$ cat config.mk
export PLATFORM = sky130hd
export DESIGN_NAME = pir_regs
export DESIGN_NICKNAME = d
export VERILOG_FILES = /design/src/logic/pir_pkg.sv /design/src/logic/pir_regs.sv
export VERILOG_INCLUDE_DIRS = /design/src /design/src/logic
export SDC_FILE = /design/constraint.sdc
export NUM_CORES = 1
export LEC_CHECK = 0
export BUFFER_PORTS_ARGS = -buffer_cell sky130_fd_sc_hd__buf_2
export CAP_MARGIN = 10
export CORE_MARGIN = 2
export CORE_UTILIZATION = 40
export CTS_CLUSTER_DIAMETER = 60
export DETAILED_ROUTE_END_ITERATION = 12
export PLACE_DENSITY_LB_ADDON = 0.15
export REMOVE_ABC_BUFFERS = 1
export SLEW_MARGIN = 30
export SYNTH_ARGS = -nofsm -noshare
export SYNTH_HDL_FRONTEND = slang
export SYNTH_SLANG_ARGS = --single-unit
export TNS_END_PERCENT = 5
$ cat constraint.sdc
create_clock -name clk_i -period 1.25 [get_ports clk_i]
set_clock_uncertainty 0.2 [all_clocks]
set_input_delay 0.0625 -clock clk_i [delete_from_list [all_inputs] [get_ports clk_i]]
set_output_delay 0.0625 -clock clk_i [all_outputs]
set_load 0.03 [all_outputs]
$ cat src/logic/pir_consts.svh
// constants for the processor identification register bank
`ifndef PIR_CONSTS_SVH
`define PIR_CONSTS_SVH

// coprocessor read encoding: opcode1, primary, secondary, opcode2
`define PIR_OPC1_ID        3'h0
`define PIR_CRN_ID         4'h0
`define PIR_CRM_MAIN       4'h0
`define PIR_CRM_FEAT       4'h1
`define PIR_OPC2_TCM       3'h2
`define PIR_OPC2_TLB       3'h3
`define PIR_OPC2_AFF       3'h5
`define PIR_OPC2_PFR0      3'h0
`define PIR_OPC2_PFR1      3'h1
`define PIR_OPC2_DFR0      3'h2
`define PIR_OPC2_AFR0      3'h3

// affinity register field positions and fixed values
`define PIR_AFF_FMT_BIT    31
`define PIR_AFF_UP_BIT     30
`define PIR_AFF_CL_LSB     8
`define PIR_AFF_FMT_VAL    1'h1
`define PIR_AFF_UP_VAL     1'h0

// processor feature register 0 fields
`define PIR_PFR0_ST3       4'h1
`define PIR_PFR0_ST2       4'h2
`define PIR_PFR0_ST1       4'h3
`define PIR_PFR0_ST0       4'h1
// processor feature register 1 fields
`define PIR_PFR1_MPROF     4'h0
`define PIR_PFR1_SEC       4'h1
`define PIR_PFR1_PM        4'h1
// debug feature register fields
`define PIR_DFR_PMU        4'h2
`define PIR_DFR_MDBG_M     4'h0
`define PIR_DFR_MMTRC      4'h1
`define PIR_DFR_CPTRC      4'h0
`define PIR_DFR_MMDBG      4'h4
`define PIR_DFR_CPSDBG     4'h4
`define PIR_DFR_CPDBG      4'h4

// reset value of the read data and of the sampled straps
`define PIR_ZERO32         32'h0000_0000
`define PIR_ZERO4          4'h0
`define PIR_ZERO2          2'h0

`endif

$ cat src/logic/pir_pkg.sv
// types for the processor identification register bank
`default_nettype none
package pir_pkg;

  // which identification register a request selects
  typedef enum logic [3:0] {
    PIR_SEL_NONE,
    PIR_SEL_TCM,
    PIR_SEL_TLB,
    PIR_SEL_AFF,
    PIR_SEL_PFR0,
    PIR_SEL_PFR1,
    PIR_SEL_DFR0,
    PIR_SEL_AFR0
  } pir_sel_type;

endpackage
`default_nettype wire

$ cat src/logic/pir_regs.sv
// processor identification register bank behind the coprocessor read port
// Functional notes
// tightly coupled memory type register always reads zero.
// tlb type register always reads zero, no lockable entries.
// affinity, feature 1 and debug feature registers need privileged mode.
// one copy of each register; secure and non-secure read the same.
// affinity bit 31 always reads one, new multiprocessor format.
// affinity bit 30 reads zero, core is always multiprocessor.
// affinity bits 11:8 return the sampled cluster number pins.
// affinity bits 1:0 return the core index, 0 to 3.
// opcode1 0, c0, c0, opcode2 5 reads the affinity register.
// c0, c1, opcode2 0..3 read feature 0, feature 1, debug, auxiliary.
// feature 0 bits 15:12 read 1, bits 11:8 read 2.
// feature 0 bits 31:16 zero, 7:4 read 3, 3:0 read 1.
// feature 1 bits 31:8 zero, 7:4 read 1, 3:0 read 1.
// debug bits 31:28, 23:20, 15:12 zero; 27:24 two; 19:16 one.
// debug bits 11:8, 7:4 and 3:0 each read four.
// auxiliary register reads all zero and ignores writes.
// reserved affinity bits 29:12 and 7:2 read zero.
`timescale 1ns/1ps
`default_nettype none
`include "pir_consts.svh"
module pir_regs (
  input  wire logic        clk_i,
  input  wire logic        rst_n_i,
  input  wire logic [3:0]  cluster_number_pins_i,
  input  wire logic [1:0]  core_index_i,
  input  wire logic        req_valid_i,
  input  wire logic        req_write_i,
  input  wire logic        req_priv_i,
  input  wire logic        req_secure_i,
  input  wire logic [2:0]  req_opc1_i,
  input  wire logic [3:0]  req_crn_i,
  input  wire logic [3:0]  req_crm_i,
  input  wire logic [2:0]  req_opc2_i,
  input  wire logic [31:0] req_wdata_i,
  output logic             rsp_valid_o,
  output logic             rsp_undef_o,
  output logic [31:0]      rsp_rdata_o
);

  // reset release through two flip-flops
  logic [1:0]  rst_sync_q;
  logic        rst_n;

  always_ff @(posedge clk_i or negedge rst_n_i) begin
    if (!rst_n_i) begin
      rst_sync_q <= 2'h0;
    end else begin
      rst_sync_q <= {rst_sync_q[0], 1'h1};
    end
  end
  assign rst_n = rst_sync_q[1];

  // straps are caught once, on the first edge after release
  logic        strap_done_q;
  logic [3:0]  cluster_q;
  logic [1:0]  core_q;

  always_ff @(posedge clk_i or negedge rst_n) begin
    if (!rst_n) begin
      strap_done_q <= 1'h0;
      cluster_q    <= `PIR_ZERO4;
      core_q       <= `PIR_ZERO2;
    end else if (!strap_done_q) begin
      strap_done_q <= 1'h1;
      cluster_q    <= cluster_number_pins_i;
      core_q       <= core_index_i;
    end
  end

  // request decode; the secure flag takes no part, one copy serves both
  wire         req_unused_sec = req_secure_i;
  wire         dec_base       = (req_opc1_i == `PIR_OPC1_ID) && (req_crn_i == `PIR_CRN_ID);
  wire         dec_main       = dec_base && (req_crm_i == `PIR_CRM_MAIN);
  wire         dec_feat       = dec_base && (req_crm_i == `PIR_CRM_FEAT);
  wire         hit_tcm        = dec_main && (req_opc2_i == `PIR_OPC2_TCM);
  wire         hit_tlb        = dec_main && (req_opc2_i == `PIR_OPC2_TLB);
  wire         hit_aff        = dec_main && (req_opc2_i == `PIR_OPC2_AFF);
  wire         hit_pfr0       = dec_feat && (req_opc2_i == `PIR_OPC2_PFR0);
  wire         hit_pfr1       = dec_feat && (req_opc2_i == `PIR_OPC2_PFR1);
  wire         hit_dfr0       = dec_feat && (req_opc2_i == `PIR_OPC2_DFR0);
  wire         hit_afr0       = dec_feat && (req_opc2_i == `PIR_OPC2_AFR0);

  // selection of the addressed register
  pir_pkg::pir_sel_type sel;
  assign sel = hit_tcm  ? pir_pkg::PIR_SEL_TCM  :
               hit_tlb  ? pir_pkg::PIR_SEL_TLB  :
               hit_aff  ? pir_pkg::PIR_SEL_AFF  :
               hit_pfr0 ? pir_pkg::PIR_SEL_PFR0 :
               hit_pfr1 ? pir_pkg::PIR_SEL_PFR1 :
               hit_dfr0 ? pir_pkg::PIR_SEL_DFR0 :
               hit_afr0 ? pir_pkg::PIR_SEL_AFR0 : pir_pkg::PIR_SEL_NONE;

  // privilege gate: user mode may only see the unrestricted registers
  wire         need_priv = hit_aff || hit_pfr1 || hit_dfr0;
  wire         priv_fail = need_priv && !req_priv_i;
  // writes are ignored by the auxiliary register, refused elsewhere
  wire         wr_fail   = req_write_i && !hit_afr0;
  wire         undef_d   = (sel == pir_pkg::PIR_SEL_NONE) || priv_fail || wr_fail;

  // fixed register images
  wire  [31:0] aff_val  = {`PIR_AFF_FMT_VAL, `PIR_AFF_UP_VAL, 18'h00000, // see R5
                           cluster_q, 6'h00, core_q};          // see R7, see R8
  wire  [31:0] pfr0_val = {16'h0000, `PIR_PFR0_ST3, `PIR_PFR0_ST2,
                           `PIR_PFR0_ST1, `PIR_PFR0_ST0};
  wire  [31:0] pfr1_val = {20'h00000, `PIR_PFR1_MPROF,
                           `PIR_PFR1_SEC, `PIR_PFR1_PM};
  wire  [31:0] dfr0_val = {4'h0, `PIR_DFR_PMU, `PIR_DFR_MDBG_M,
                           `PIR_DFR_MMTRC, `PIR_DFR_CPTRC,
                           `PIR_DFR_MMDBG, `PIR_DFR_CPSDBG, `PIR_DFR_CPDBG};

  // read mux; the zero registers simply fall to the zero image
  logic [31:0] rdata_d;
  always_comb begin
    rdata_d = `PIR_ZERO32;
    unique case (sel)
      pir_pkg::PIR_SEL_AFF:  rdata_d = aff_val;
      pir_pkg::PIR_SEL_PFR0: rdata_d = pfr0_val;
      pir_pkg::PIR_SEL_PFR1: rdata_d = pfr1_val;
      pir_pkg::PIR_SEL_DFR0: rdata_d = dfr0_val;
      pir_pkg::PIR_SEL_TCM:  rdata_d = `PIR_ZERO32;
      pir_pkg::PIR_SEL_TLB:  rdata_d = `PIR_ZERO32;
      pir_pkg::PIR_SEL_AFR0: rdata_d = `PIR_ZERO32;
      pir_pkg::PIR_SEL_NONE: rdata_d = `PIR_ZERO32;
    endcase
  end

  // answer one cycle after the request; data is zero on writes and refusals
  logic        rsp_valid_q;
  logic        rsp_undef_q;
  logic [31:0] rsp_rdata_q;

  always_ff @(posedge clk_i or negedge rst_n) begin
    if (!rst_n) begin
      rsp_valid_q <= 1'h0;
      rsp_undef_q <= 1'h0;
      rsp_rdata_q <= `PIR_ZERO32;
    end else begin
      rsp_valid_q <= req_valid_i;
      rsp_undef_q <= req_valid_i && undef_d;
      rsp_rdata_q <= (req_valid_i && !undef_d && !req_write_i) ? rdata_d : `PIR_ZERO32;
    end
  end

  assign rsp_valid_o = rsp_valid_q;
  assign rsp_undef_o = rsp_undef_q;
  assign rsp_rdata_o = rsp_rdata_q;

  // direction of the previous request, held in a flop so the helper stays a plain net
  logic        last_write_q;

  always_ff @(posedge clk_i or negedge rst_n) begin
    if (!rst_n) begin
      last_write_q <= 1'h0;
    end else begin
      last_write_q <= req_write_i;
    end
  end

  // helper: a clean read answer of the previous request
  wire         ok_read = rsp_valid_o && !rsp_undef_o && !last_write_q;
endmodule
`default_nettype wire

==> out/metrics.csv <==
stage,metric,value,unit
grt,first_global_vias,647,
power_and_ir_drop,leakagePower,0.692,nW
synth,ys_warn_count,0,
grt,overflow,0,
status,status,"complete, but fails checks",
critical_path,crit_path_max_incr_delay,0.41,ns
synth,seq_area_frac_synth,50.5,%
detailed_routing,drt-initial-drc-count,1,
die,dieArea,0.00302,mm^2
place,place_inst,164,
sta,hold_violations,7,
place,port_buffers,40,
critical_path,critPathLaunchType,flip-flop,
grt,grt_max_degree,20,
critical_path,path_class,reg2out,
sta,rsz0062_at_grt,no,
sta,fmax,859,MHz
synth,netlist_instances,91,
grt,grt.total_usage,13.4,%
finish,final_common_cell,buf_2,
clock_tree,cts_tree,done,
sta,timing.final.crit_share,93.2,%
critical_path,path_max_fanout,4,
status,violations,hold timing,
worst_hold_path,whs_path_depth,4,
die,die_x,55.0,um
detailed_routing,viasPerCell,4.40,
detailed_routing,vias,779,
die,io_pins,92,
detailed_routing,drt_first_pass_iters,4,
synth,synth.avg_cell_area,11.4,um^2
sta,report.final.setup_viol,0,
grt,grt_pass1_wl,2.79,mm
critical_path,critPathRequiredTime,0.99,ns
synth,ys_types,27,
power_and_ir_drop,fin_total_pwr,1.32,mW
critical_path,crit_slowest_cell,dfrtp_1,
critical_path,path_depth,1,
finish,fin_cells,177,
synth,ys_seq_elements,21,
critical_path,cp.arrival,0.90,ns
critical_path,cp_top_family,flip-flops,
grt,grt-busiest-layer,met2,
critical_path,crit_path_end_kind,output port,
sta,maxSlewViolCount,0,
detailed_routing,antenna_left,0,
critical_path,crit_buf_inv,1,
grt,grtUsageMet1,15.7,%
detailed_routing,finalWirelength,1.95,mm
grt,antenna_found_initial,0,
clock_tree,insertion_delay,0.31,ns
place,hpwl,1.51,mm
place,gp_congestion,0.807,
grt,grt_use_met2,23.6,%
finish,antenna_cells,0,
sta,layout_min_cycle_time,1.16,ns
die,start_util,42.0,%
clock_tree,clockBufferDepth,2,
detailed_routing,wl_per_cell,11.0,um
die,die-height,55.0,um
clock_tree,cts_inserted_buffers,3,
clock_tree,clk_pin_slew_worst_paths,0.12,ns
power_and_ir_drop,pwr_density_cell,972,mW/mm^2
sta,whs,-0.176,ns
clock_tree,cts_sinks,21,
clock_tree,cts_htree_levels,1,
critical_path,r2r_cells,1,
power_and_ir_drop,ir_worst_vdd,0.505,mV
job,drv_cap,0,
critical_path,path_cells,buf_2,
finish,drive_above_1_share,47.6,%
die,core-area,0.00248,mm^2
finish,syn_to_final_growth,30.3,%
detailed_routing,drc_errors,0,
grt,met3_usage,3.23,%
synth,syn_area,0.00104,mm^2
clock_tree,hold_buffers,9,
worst_hold_path,hold_class,in2reg,
clock_tree,cts-root-buf,clkbuf_4,
finish,nNetsFinal,206,
die,rows,18,
finish,layout_common_cells,"40 x buf_2, 21 x dfrtp_1, 20 x conb_1",
-- cell type report --
class / instances / area (um^2)
fill: 246 / 1120
multi-input combinational: 62 / 393
clock inverter: 1 / 7.51
tap: 30 / 37.5
sequential: 21 / 526
timing repair buffer: 59 / 365
inverter: 1 / 3.75
clock buffer: 3 / 22.5
-- final timing paths --
kind	from	end	slack, ns
worst min-delay path	req_crm_i[1]	rsp_rdata_o[25]$_DFF_PN0_	-0.18
min in group asynchronous	rst_sync_q[1]$_DFF_PN0_	rsp_rdata_o[12]$_DFF_PN0_	0.01
worst min register to register	rst_sync_q[1]$_DFF_PN0_	rsp_rdata_o[12]$_DFF_PN0_	0.01
worst max register to register	strap_done_q$_DFF_PN0_	core_q[1]$_DFFE_PN0N_	0.09
worst max-delay path	rsp_rdata_o[25]$_DFF_PN0_	rsp_rdata_o[16]	0.09
max in group asynchronous	rst_n_i	rst_sync_q[0]$_DFF_PN0_	0.35
-- flip-flops by register name, indices dropped and copies added (netlist names) --
| name | count |
|---|---|
| rsp_rdata_o | 10 |
| cluster_q | 4 |
| core_q | 2 |
| rst_sync_q | 2 |
| rsp_undef_o | 1 |
| rsp_valid_o | 1 |
| strap_done_q | 1 |
-- stage by stage --
stage	cell area, um^2	setup slack [ns]	TNS (ns)	hold WS [ns]	utilization (%)
finish	1360	0.0856	0	-0.176	54.7
global route	1360	0.0205	0	-0.159	54.7
CTS	1350	0.0687	0	-0.188	54.4
detailed placement	1230	-0.270	-2.21	-0.346	49.6
global placement	1230	-0.243	-2.04	-0.353	49.6
floorplan	916	-0.108	-0.410	-0.433	-
-- cells in the mapped netlist --
cell | instances | area share [%]
inv_2 | 1 | 0.36
nor4b_2 | 1 | 1.4
nor4_1 | 4 | 2.4
or3_2 | 1 | 0.72
nand4_1 | 1 | 0.60
nor2b_1 | 2 | 1.2
nand2b_1 | 1 | 0.60
mux2_2 | 6 | 6.5
a211oi_2 | 1 | 1.2
buf_4 | 22 | 16
o32a_1 | 1 | 0.96
a21oi_1 | 1 | 0.48
nand2_1 | 9 | 3.2
nor4_2 | 1 | 1.2
a2111oi_2 | 1 | 1.4
nor2_1 | 3 | 1.1
and2_1 | 3 | 1.8
o21ba_2 | 1 | 0.96
o31a_1 | 1 | 0.84
clkbuf_1 | 1 | 0.36
and2_4 | 1 | 0.84
and4bb_2 | 1 | 1.2
o21ai_0 | 1 | 0.48
conb_1 | 2 | 0.72
dfrtp_1 | 21 | 51
a211oi_1 | 1 | 0.72
buf_6 | 2 | 2.2
-- cell families (layout without fill, tap and decap cells) --
family                 Yosys count  after routing  share of synthesized area [%]
muxes                            6              6                           6.50
other                            2             20                          0.722
DFF                             21             21                           50.5
buffers and inverters           26             64                           18.8
AOI/OAI and AO/OA                8              8                           7.10
and+or+nand+nor                 28             28                           16.4
-- metal layers --
metal  wire, um  share of wire (%)
met1        752                 38
met2       1020                 52
met3        152                7.8
met4         29                1.5
met5          0                  0
-- report_power, final --
part	total, mW	internal, mW	switching, mW
sequential	0.720	0.707	0.0139
combinational	0.249	0.100	0.149
clock	0.347	0.122	0.225
-- what timing repair did --
item                       4_1_cts  5_1_grt
hold endpoints to repair        16        9
setup endpoints to repair        0        6
resized for setup                0        1
setup buffers                    0        0
(Power assumes the default switching activity.)
